[src/design/tec_consts.svh]
// Operation
// - Nine-bit DMA trigger mask; enabled events start DMA
// - Software reads back the DMA trigger mask
// - Enable starts half A, B or both; in full width setting A starts both, setting B alone starts none
// - Nine interrupt sources, fixed bit layout
// - Only unmasked sources reach the interrupt line
// - Mask-clear write drops only the named bits
// - Clear write deasserts selected raw sources
// - Raw and masked status both readable
// - Per-half load readable; full width uses A
// - Wide full-width load readable as 64 bits
// - Load writes to A, B or both
// - Load while running reaches counter at once
// - Disable stops the selected halves; in full width clearing A stops both, clearing B alone stops none
//
// Purpose: Register offsets, field positions and reset values
// Assumes: 32-bit Avalon-MM slave, byte addresses
// Notes: Definitions only
`ifndef TEC_CONSTS_SVH
`define TEC_CONSTS_SVH
// Register byte offsets
`define OFF_CTRL 8'h00
`define OFF_DMA_EN 8'h04
`define OFF_IMASK 8'h08
`define OFF_IMASK_SET 8'h0C
`define OFF_IMASK_CLR 8'h10
`define OFF_RIS 8'h14
`define OFF_MIS 8'h18
`define OFF_LOAD_A 8'h1C
`define OFF_LOAD_B 8'h20
`define OFF_LOAD_BOTH 8'h24
`define OFF_LOAD64_LO 8'h28
`define OFF_LOAD64_HI 8'h2C
`define OFF_CNT_A 8'h30
`define OFF_CNT_B 8'h34
`define OFF_EN_SET 8'h38
`define OFF_EN_CLR 8'h3C
// Control fields
`define CTRL_EN_A 0
`define CTRL_EN_B 1
`define CTRL_FULL 2
// Reset values
`define RST_WORD 32'h0000_0000
`define RST_LOAD 32'hFFFF_FFFF
`endif

[src/design/tec_pkg.sv]
// Purpose: Shared types for the timer event block
// Assumes: Nine interrupt and nine DMA sources
// Notes: Bit orders are in the hand-over contract
package tec_pkg;
    typedef logic [31:0] word_t; // Bus word
    typedef logic [8:0] src_vec_t; // One bit per source
endpackage : tec_pkg

[src/design/tec_timer_event_ctrl.sv]
// Purpose: Timer event, interrupt and DMA trigger control
// Assumes: Event inputs are one-cycle pulses on clk_sys_i
// Notes: Avalon reads take one wait cycle, writes none
//
// The Avalon-MM slave port and the register addresses were decided locally.
`timescale 1ns/1ps
`include "tec_consts.svh"
module tec_timer_event_ctrl
    import tec_pkg::*;
#(
    parameter int HALF_W = 32
) (
    input wire logic clk_sys_i,
    input wire logic reset_i,
    input wire logic [7:0] address_i,
    input wire logic read_i,
    input wire logic write_i,
    input wire logic [31:0] writedata_i,
    input wire logic [3:0] byteenable_i,
    output logic [31:0] readdata_o,
    output logic waitrequest_o,
    input wire logic mode_match_a_i,
    input wire logic mode_match_b_i,
    input wire logic cap_event_a_i,
    input wire logic cap_match_a_i,
    input wire logic cap_event_b_i,
    input wire logic cap_match_b_i,
    input wire logic rtc_match_i,
    input wire logic dma_done_a_i,
    input wire logic dma_done_b_i,
    output logic irq_o,
    output logic dma_req_a_o,
    output logic dma_req_b_o
);

    ////////////////////////////////////////////////////////////////
    // Helpers
    ////////////////////////////////////////////////////////////////

    // Byte enables to a bit mask
    function automatic word_t be_mask(input logic [3:0] be);
        word_t m;
        m = '0;
        for (int i = 0; i < 4; i++) begin
            m[i*8 +: 8] = {8{be[i]}};
        end
        return m;
    endfunction : be_mask

    // Byte-lane merge of a write into a register
    function automatic word_t merge(input word_t old, input word_t nw,
                                   input logic [3:0] be);
        return (old & ~be_mask(be)) | (nw & be_mask(be));
    endfunction : merge

    ////////////////////////////////////////////////////////////////
    // Declarations
    ////////////////////////////////////////////////////////////////

    logic en_a; // Half A running
    logic en_b; // Half B running
    logic full_mode; // One wide counter
    src_vec_t dma_en; // DMA trigger enables
    word_t load_a; // Interval load, half A
    word_t load_b; // Interval load, half B
    word_t lo_hold; // Pending low word of a 64-bit load
    word_t hi_snap; // High word caught by a low-word read
    logic rd_ack; // Read data valid cycle
    word_t wmask; // Lane mask of the current write
    word_t wdat; // Write data under that mask
    logic ld_a_q; // Load A written last cycle
    logic ld_b_q; // Load B written last cycle
    logic run_a_q; // Previous run state, A
    logic run_b_q; // Previous run state, B
    logic run_b; // B counts on its own or as upper half
    logic [HALF_W-1:0] cnt_a; // Counter A
    logic [HALF_W-1:0] cnt_b; // Counter B
    logic zero_a; // Counter A at zero
    logic zero_b; // Counter B at zero
    logic tick_b; // Counter B decrement
    logic to_a; // Timeout A pulse
    logic to_b; // Timeout B pulse
    src_vec_t irq_ev; // Interrupt events
    src_vec_t dma_ev; // DMA trigger events
    src_vec_t raw; // Raw status
    src_vec_t masked; // Masked status
    src_vec_t imask; // Source enables, from the status block
    word_t next_rdata; // Read mux
    logic wr_ld_a; // Write reaches load A
    logic wr_ld_b; // Write reaches load B

    ////////////////////////////////////////////////////////////////
    // Bus slave
    ////////////////////////////////////////////////////////////////

    assign wmask = be_mask(byteenable_i);
    assign wdat = writedata_i & wmask;

    // Reads wait one cycle so read data come from a flop
    assign waitrequest_o = read_i & ~rd_ack;

    // Read acknowledge toggles so back-to-back reads each wait
    always_ff @(posedge clk_sys_i) begin
        if (reset_i) begin
            rd_ack <= 1'b0;
        end else begin
            rd_ack <= read_i & ~rd_ack;
        end
    end

    // Read mux; write-only and unmapped words read zero
    always_comb begin
        next_rdata = '0;
        unique case (address_i)
            `OFF_CTRL: next_rdata = {29'h0, full_mode, en_b, en_a};
            `OFF_DMA_EN: next_rdata = 32'(dma_en);
            `OFF_IMASK: next_rdata = 32'(imask);
            `OFF_RIS: next_rdata = 32'(raw);
            `OFF_MIS: next_rdata = 32'(masked);
            `OFF_LOAD_A: next_rdata = load_a;
            `OFF_LOAD_B: next_rdata = load_b;
            `OFF_LOAD64_LO: next_rdata = load_a;
            `OFF_LOAD64_HI: next_rdata = hi_snap;
            `OFF_CNT_A: next_rdata = 32'(cnt_a);
            `OFF_CNT_B: next_rdata = 32'(cnt_b);
            default: next_rdata = '0;
        endcase
    end

    // Read data latched in the wait cycle, held for the taking edge
    always_ff @(posedge clk_sys_i) begin
        if (reset_i) begin
            readdata_o <= `RST_WORD;
        end else if (read_i && !rd_ack) begin
            readdata_o <= next_rdata;
        end
    end

    // Reading the low word freezes the high word for a later read
    always_ff @(posedge clk_sys_i) begin
        if (reset_i) begin
            hi_snap <= `RST_WORD;
        end else if (read_i && !rd_ack && address_i == `OFF_LOAD64_LO) begin
            hi_snap <= load_b;
        end
    end

    ////////////////////////////////////////////////////////////////
    // Control and enables
    ////////////////////////////////////////////////////////////////

    // Enable bits; set and clear words act on named halves only
    always_ff @(posedge clk_sys_i) begin
        if (reset_i) begin
            en_a <= 1'b0;
            en_b <= 1'b0;
            full_mode <= 1'b0;
        end else if (write_i) begin
            unique case (address_i)
                `OFF_CTRL: begin
                    if (byteenable_i[0]) begin
                        en_a <= writedata_i[`CTRL_EN_A];
                        en_b <= writedata_i[`CTRL_EN_B];
                        full_mode <= writedata_i[`CTRL_FULL];
                    end
                end
                `OFF_EN_SET: begin
                    en_a <= en_a | wdat[`CTRL_EN_A];
                    en_b <= en_b | wdat[`CTRL_EN_B];
                end
                `OFF_EN_CLR: begin
                    en_a <= en_a & ~wdat[`CTRL_EN_A];
                    en_b <= en_b & ~wdat[`CTRL_EN_B];
                end
                default: begin
                end
            endcase
        end
    end

    // DMA trigger enables
    always_ff @(posedge clk_sys_i) begin
        if (reset_i) begin
            dma_en <= '0;
        end else if (write_i && address_i == `OFF_DMA_EN) begin
            // Upper bits of the merged word are not stored
            dma_en <= src_vec_t'(merge(32'(dma_en), writedata_i, byteenable_i));
        end
    end

    ////////////////////////////////////////////////////////////////
    // Load values
    ////////////////////////////////////////////////////////////////

    // In full width the B word is reached only by the high word
    assign wr_ld_a = write_i && (address_i == `OFF_LOAD_A ||
                                 address_i == `OFF_LOAD_BOTH ||
                                 address_i == `OFF_LOAD64_HI);
    assign wr_ld_b = write_i && ((!full_mode && (address_i == `OFF_LOAD_B ||
                                 address_i == `OFF_LOAD_BOTH)) ||
                                 address_i == `OFF_LOAD64_HI);

    // Low word waits for the high word so both change together
    always_ff @(posedge clk_sys_i) begin
        if (reset_i) begin
            lo_hold <= `RST_LOAD;
        end else if (write_i && address_i == `OFF_LOAD64_LO) begin
            lo_hold <= merge(lo_hold, writedata_i, byteenable_i);
        end
    end

    // Load A
    always_ff @(posedge clk_sys_i) begin
        if (reset_i) begin
            load_a <= `RST_LOAD;
        end else if (write_i && address_i == `OFF_LOAD64_HI) begin
            load_a <= lo_hold;
        end else if (wr_ld_a) begin
            load_a <= merge(load_a, writedata_i, byteenable_i);
        end
    end

    // Load B
    always_ff @(posedge clk_sys_i) begin
        if (reset_i) begin
            load_b <= `RST_LOAD;
        end else if (wr_ld_b) begin
            load_b <= merge(load_b, writedata_i, byteenable_i);
        end
    end

    // Load strobes delayed one cycle to see the new value
    always_ff @(posedge clk_sys_i) begin
        if (reset_i) begin
            ld_a_q <= 1'b0;
            ld_b_q <= 1'b0;
            run_a_q <= 1'b0;
            run_b_q <= 1'b0;
        end else begin
            ld_a_q <= wr_ld_a;
            ld_b_q <= wr_ld_b;
            run_a_q <= en_a;
            run_b_q <= run_b;
        end
    end

    ////////////////////////////////////////////////////////////////
    // Counters
    ////////////////////////////////////////////////////////////////

    // Full width: B is the upper half and follows A's run state
    assign run_b = full_mode ? en_a : en_b;
    assign tick_b = full_mode ? (en_a & zero_a) : en_b;

    tec_half_counter #(.W(HALF_W)) u_cnt_a (
        .clk_sys_i(clk_sys_i),
        .reset_i(reset_i),
        .tick_i(en_a),
        .wrap_i(full_mode & ~zero_b),
        .load_now_i((ld_a_q & en_a) | (en_a & ~run_a_q)),
        .load_val_i(load_a[HALF_W-1:0]),
        .count_o(cnt_a),
        .zero_o(zero_a)
    );

    tec_half_counter #(.W(HALF_W)) u_cnt_b (
        .clk_sys_i(clk_sys_i),
        .reset_i(reset_i),
        .tick_i(tick_b),
        .wrap_i(1'b0),
        .load_now_i((ld_b_q & run_b) | (run_b & ~run_b_q)),
        .load_val_i(load_b[HALF_W-1:0]),
        .count_o(cnt_b),
        .zero_o(zero_b)
    );

    // Timeouts; in full width only A reports, when both halves are zero
    assign to_a = en_a & zero_a & (~full_mode | zero_b) & run_a_q;
    assign to_b = ~full_mode & en_b & zero_b & run_b_q;

    ////////////////////////////////////////////////////////////////
    // Interrupts and DMA triggers
    ////////////////////////////////////////////////////////////////

    // Source order, bit 8 downward
    assign irq_ev = {dma_done_b_i, dma_done_a_i, cap_event_b_i,
                     cap_match_b_i, to_b, rtc_match_i, cap_event_a_i,
                     cap_match_a_i, to_a};
    assign dma_ev = {mode_match_b_i, cap_event_b_i, cap_match_b_i, to_b,
                     mode_match_a_i, rtc_match_i, cap_event_a_i,
                     cap_match_a_i, to_a};

    tec_irq_status #(.N(9)) u_irq (
        .clk_sys_i(clk_sys_i),
        .reset_i(reset_i),
        .event_i(irq_ev),
        .clr_i(write_i && address_i == `OFF_RIS ? wdat[8:0] : 9'h0),
        .mask_wr_i(write_i && address_i == `OFF_IMASK),
        .mask_val_i(src_vec_t'(merge(32'(imask), writedata_i, byteenable_i))),
        .mask_set_i(write_i && address_i == `OFF_IMASK_SET ?
                    wdat[8:0] : 9'h0),
        .mask_clr_i(write_i && address_i == `OFF_IMASK_CLR ?
                    wdat[8:0] : 9'h0),
        .raw_o(raw),
        .masked_o(masked),
        .mask_o(imask),
        .irq_o(irq_o)
    );

    // One-cycle DMA start pulses per half
    always_ff @(posedge clk_sys_i) begin
        if (reset_i) begin
            dma_req_a_o <= 1'b0;
            dma_req_b_o <= 1'b0;
        end else begin
            dma_req_a_o <= |(dma_ev[4:0] & dma_en[4:0]);
            dma_req_b_o <= |(dma_ev[8:5] & dma_en[8:5]);
        end
    end
endmodule : tec_timer_event_ctrl

[src/design/tec_half_counter.sv]
// Purpose: One down-counting timer half
// Assumes: Load has priority over counting
// Notes: Wrap input lets the low half borrow in full width
`timescale 1ns/1ps
module tec_half_counter #(
    parameter int W = 32
) (
    input wire logic clk_sys_i,
    input wire logic reset_i,
    input wire logic tick_i,
    input wire logic wrap_i,
    input wire logic load_now_i,
    input wire logic [W-1:0] load_val_i,
    output logic [W-1:0] count_o,
    output logic zero_o
);
    // Counter state
    always_ff @(posedge clk_sys_i) begin
        if (reset_i) begin
            count_o <= '0;
        end else if (load_now_i) begin
            count_o <= load_val_i;
        end else if (tick_i) begin
            if (count_o == '0) begin
                // Borrow keeps the wide count exact
                count_o <= wrap_i ? '1 : load_val_i;
            end else begin
                count_o <= count_o - 1'b1;
            end
        end
    end

    assign zero_o = (count_o == '0);
endmodule : tec_half_counter

[src/design/tec_irq_status.sv]
// Purpose: Sticky interrupt status, mask and level output
// Assumes: Clear and mask strobes are one-cycle pulses
// Notes: A set in the clearing cycle wins
`timescale 1ns/1ps
module tec_irq_status #(
    parameter int N = 9
) (
    input wire logic clk_sys_i,
    input wire logic reset_i,
    input wire logic [N-1:0] event_i,
    input wire logic [N-1:0] clr_i,
    input wire logic mask_wr_i,
    input wire logic [N-1:0] mask_val_i,
    input wire logic [N-1:0] mask_set_i,
    input wire logic [N-1:0] mask_clr_i,
    output logic [N-1:0] raw_o,
    output logic [N-1:0] masked_o,
    output logic [N-1:0] mask_o,
    output logic irq_o
);
    logic [N-1:0] mask; // Source enables

    // Raw status, set over clear
    always_ff @(posedge clk_sys_i) begin
        if (reset_i) begin
            raw_o <= '0;
        end else begin
            raw_o <= (raw_o & ~clr_i) | event_i;
        end
    end

    // Mask register
    always_ff @(posedge clk_sys_i) begin
        if (reset_i) begin
            mask <= '0;
        end else if (mask_wr_i) begin
            mask <= mask_val_i;
        end else begin
            mask <= (mask | mask_set_i) & ~mask_clr_i;
        end
    end

    assign masked_o = raw_o & mask;
    assign mask_o = mask; // Read back and byte merge in the parent
    assign irq_o = |masked_o;
endmodule : tec_irq_status

[config.mk]
export PLATFORM = sky130hd
export DESIGN_NAME = tec_timer_event_ctrl
export DESIGN_NICKNAME = d
export VERILOG_FILES = /design/src/design/tec_pkg.sv /design/src/design/tec_timer_event_ctrl.sv /design/src/design/tec_half_counter.sv /design/src/design/tec_irq_status.sv
export VERILOG_INCLUDE_DIRS = /design/src /design/src/design
export SDC_FILE = /design/constraint.sdc
export NUM_CORES = 1
export LEC_CHECK = 0
export ABC_AREA = 0
export BUFFER_PORTS_ARGS = -buffer_cell sky130_fd_sc_hd__buf_2
export CELL_PAD_IN_SITES_DETAIL_PLACEMENT = 0
export CELL_PAD_IN_SITES_GLOBAL_PLACEMENT = 1
export CORE_UTILIZATION = 49
export DETAILED_ROUTE_END_ITERATION = 10
export HOLD_SLACK_MARGIN = 0.02
export PLACE_DENSITY = 0.84
export SETUP_SLACK_MARGIN = 0.05
export SYNTH_ARGS = -nofsm -noshare
export SYNTH_HDL_FRONTEND = slang
export SYNTH_HIERARCHICAL = 1
export SYNTH_SLANG_ARGS = --single-unit
[constraint.sdc]
create_clock -name clk_sys_i -period 9.5 [get_ports clk_sys_i]
set_clock_uncertainty 0.05 [all_clocks]
set_input_delay 0.475 -clock clk_sys_i [delete_from_list [all_inputs] [get_ports clk_sys_i]]
set_output_delay 0.475 -clock clk_sys_i [all_outputs]
set_load 0.1 [all_outputs]
==> results.py <==
metrics = {
    "global_routing": {
        "grtUsageTotal_pct": 35.1,
        "grt_pass1_vias": 12606,
        "grt_overflow": 0,
        "antenna_found_initial": 0,
        "grt_max_degree": 84,
        "grt_pass1_wl_um": 76800,
    },
    "cts": {
        "ctsLongestPathBuffers": 3,
        "cts_inserted_buffers": 30,
        "ctsHoldBuffers": 0,
        "cts_resized": 0,
        "cts_setup_buffers": 0,
        "clkSinkCount": 261,
        "clk_latency_ns": 0.56,
        "cts_tree": "built",
        "cts-root-buf": "clkbuf_16",
        "cts-htree-levels": 1,
        "clk_pin_slew_ns": 0.06,
    },
    "yosys": {
        "synth_cell_type_count": 86,
        "synth_edf_count": 0,
        "syn_inst": 1736,
        "synth_area_um2": 13800,
        "synth.top_cells.by_area": "dfxtp_1 38%, nor2_1 5.4%, nand2_1 5.3%",
        "ys_warn_count": 6,
        "seq_area_frac_synth_pct": 37.8,
        "ys_seq_elements": 261,
        "synth_commonest_cells": "261 x dfxtp_1, 200 x nor2_1, 196 x nand2_1",
        "post-synth-top-count-cell": "dfxtp_1",
        "avgSynthCellArea_um2": 7.96,
        "synth-async-reset-ratio_pct": 0,
        "yosys.area.top_type_share_pct": 37.8,
        "ys.flop_type": "dfxtp_1",
        "yosys.area.top_type": "dfxtp_1",
    },
    "timing": {
        "setup-tns-final_ns": 0,
        "rsz0062_at_grt": "no",
        "tightest_slew_ns": 1.29,
        "hold-worst-slack_ns": 0.0746,
        "setup_ws_ns": 4.82,
        "period_share_pct": 49.2,
        "hold_viol_final": 0,
        "fmax_mhz": 214,
        "finalCriticalPeriod_ns": 4.68,
        "setup_violations": 0,
        "slew_viol_final": 0,
        "slew-limit-headroom_pct": 14.0,
    },
    "floorplan": {
        "dieArea_um2": 28900,
        "fp.dieH_um": 170,
        "core_area_um2": 27800,
        "ios": 93,
        "rows": 61,
        "die_w_um": 170,
        "start_util_pct": 49.7,
    },
    "worst_setup_path": {
        "cp_cell_sequence": "or4_1 > nor4_2 > nand3_2 > inv_2 > a31o_2 > nor2b_1 > o31a_1 > nand3_1 > o22ai_1 > nor3_1",
        "endpoint_kind": "flip-flop",
        "crit_type": "flip-flop to flip-flop",
        "cp_top_family": "simple AND/OR/NAND/NOR gates",
        "cp_max_fo": 24,
        "path_buf_inv": 1,
        "max_stage_delay_ns": 0.67,
        "worstPathRequired_ns": 9.87,
        "crit_slowest_cell": "o31a_1",
        "start_kind": "flip-flop",
        "cp.arrival_ns": 5.04,
    },
    "route": {
        "antenna_left": 0,
        "drt_wl_total_um": 51200,
        "drt_iter0_markers": 1512,
        "num_vias": 13709,
        "dr.pass1.iters": 6,
        "via_per_inst": 6.37,
        "drc": 0,
        "route.detailed.wl_per_inst_um": 23.8,
    },
    "run": {
        "max_cap_viol_count": 0,
    },
    "placed_design": {
        "placed_cells": 2095,
        "routabilityCongestion": 0.962,
        "dp_slack_ns": 4.98,
        "hpwl_um": 36000,
        "io_buffers": 92,
    },
    "finish": {
        "fin_util_pct": 55.3,
        "fin_cells": 2151,
        "syn_to_final_growth_pct": 11.3,
        "drive_above_1_share_pct": 11.8,
        "nNetsFinal": 1810,
        "diodes": 0,
    },
    "run_status": {
        "status": "complete, no violations",
    },
    "power": {
        "cellPowerDensity_nw_per_um2": 161,
        "p_leak_nw": 5.61,
        "vdd_drop_max_v": 0.000151,
    },
    "hold_path": {
        "holdCritPathClass": "input pin to flip-flop",
    },
}
[tightest hold or removal path: cells and delay by family]
| kind | cells | cell delay, ns |
|---|---|---|
| buf+inv | 1 | 0.08 |
| simple gates | 1 | 0.07 |
| compound gates | 1 | 0.03 |
[power by group]
part / leakage, nW / switching, W / internal (W)
logic: 2.99 / 0.000128 / 0.0000515
clock network: 0.510 / 0.000479 / 0.000705
registers: 2.11 / 0.00000594 / 0.00110
total: 5.61 / 0.000613 / 0.00186
[cell families (layout without fill, tap and decap cells)]
kind of cell	after synthesis	count (layout)	share of synthesized area [%]
mux	46	46	3.48
flops	261	261	37.8
other cells	1	4	0.0271
buf+inv	194	228	5.88
compound gates	521	521	26.4
xor+xnor	17	17	1.08
simple gates	692	692	24.9
fa+ha+maj	4	4	0.362
[placed cells by master, fill, tap and decap left out, types with 16 or more instances in the layout]
| cell | netlist | final |
|---|---|---|
| o22a_1 | 17 | 17 |
| clkbuf_16 | 0 | 31 |
| dfxtp_1 | 261 | 261 |
| nor4_1 | 24 | 23 |
| a211o_1 | 74 | 74 |
| a22oi_1 | 65 | 65 |
| mux2i_1 | 39 | 39 |
| nand2_1 | 196 | 196 |
| nor2_1 | 200 | 199 |
| o22ai_1 | 17 | 17 |
| nand3_1 | 76 | 76 |
| nor2b_1 | 17 | 17 |
| nor3_1 | 41 | 41 |
| and3_1 | 16 | 16 |
| buf_4 | 5 | 20 |
| nand3b_1 | 18 | 18 |
| inv_1 | 58 | 58 |
| or3_1 | 22 | 22 |
| a21oi_1 | 140 | 140 |
| buf_2 | 28 | 91 |
| o21ai_0 | 66 | 66 |
| a211oi_1 | 19 | 19 |
[metrics by stage]
stage,cell area [µm²],total power [W]
6_report,15400,0.00247
2_1_floorplan,13800,0.00124
3_5_place_dp,14400,0.00130
5_1_grt,15400,0.00254
3_3_place_gp,14400,0.00130
4_1_cts,15400,0.00248
[per-layer routing]
metal / routed length [µm] / GRT usage (%) / vias to the layer above
met1: 20500 / 43.8 / 6507
li1: - / - / 6394
met3: 3470 / 3.93 / 158
met2: 23600 / 57.1 / 650
met5: 0 / 0 / -
met4: 3680 / 23.3 / 0
[final cells by class]
| type | instances | area (µm²) |
|---|---|---|
| Fill cell | 2723 | 12400 |
| Multi-Input combinational cell | 1284 | 7810 |
| Sequential cell | 261 | 5230 |
| Clock buffer | 45 | 938 |
| Timing Repair Buffer | 112 | 617 |
| Tap cell | 378 | 473 |
| Inverter | 60 | 225 |
| Clock inverter | 11 | 85.1 |
[path summary, 6_finish.rpt]
path	from	endpoint	slack, ns	depth (start not counted)
hold / removal	dma_done_a_i	u_irq/raw_o[7]	0.07	3
setup reg to reg	u_cnt_a/count_o[21]	u_cnt_b/count_o[12]	4.82	10
setup / recovery	u_cnt_a/count_o[21]	u_cnt_b/count_o[12]	4.82	10
hold reg to reg	hi_snap[4]	hi_snap[4]	0.41	2
Note: power is estimated with default switching activity, not from simulation.
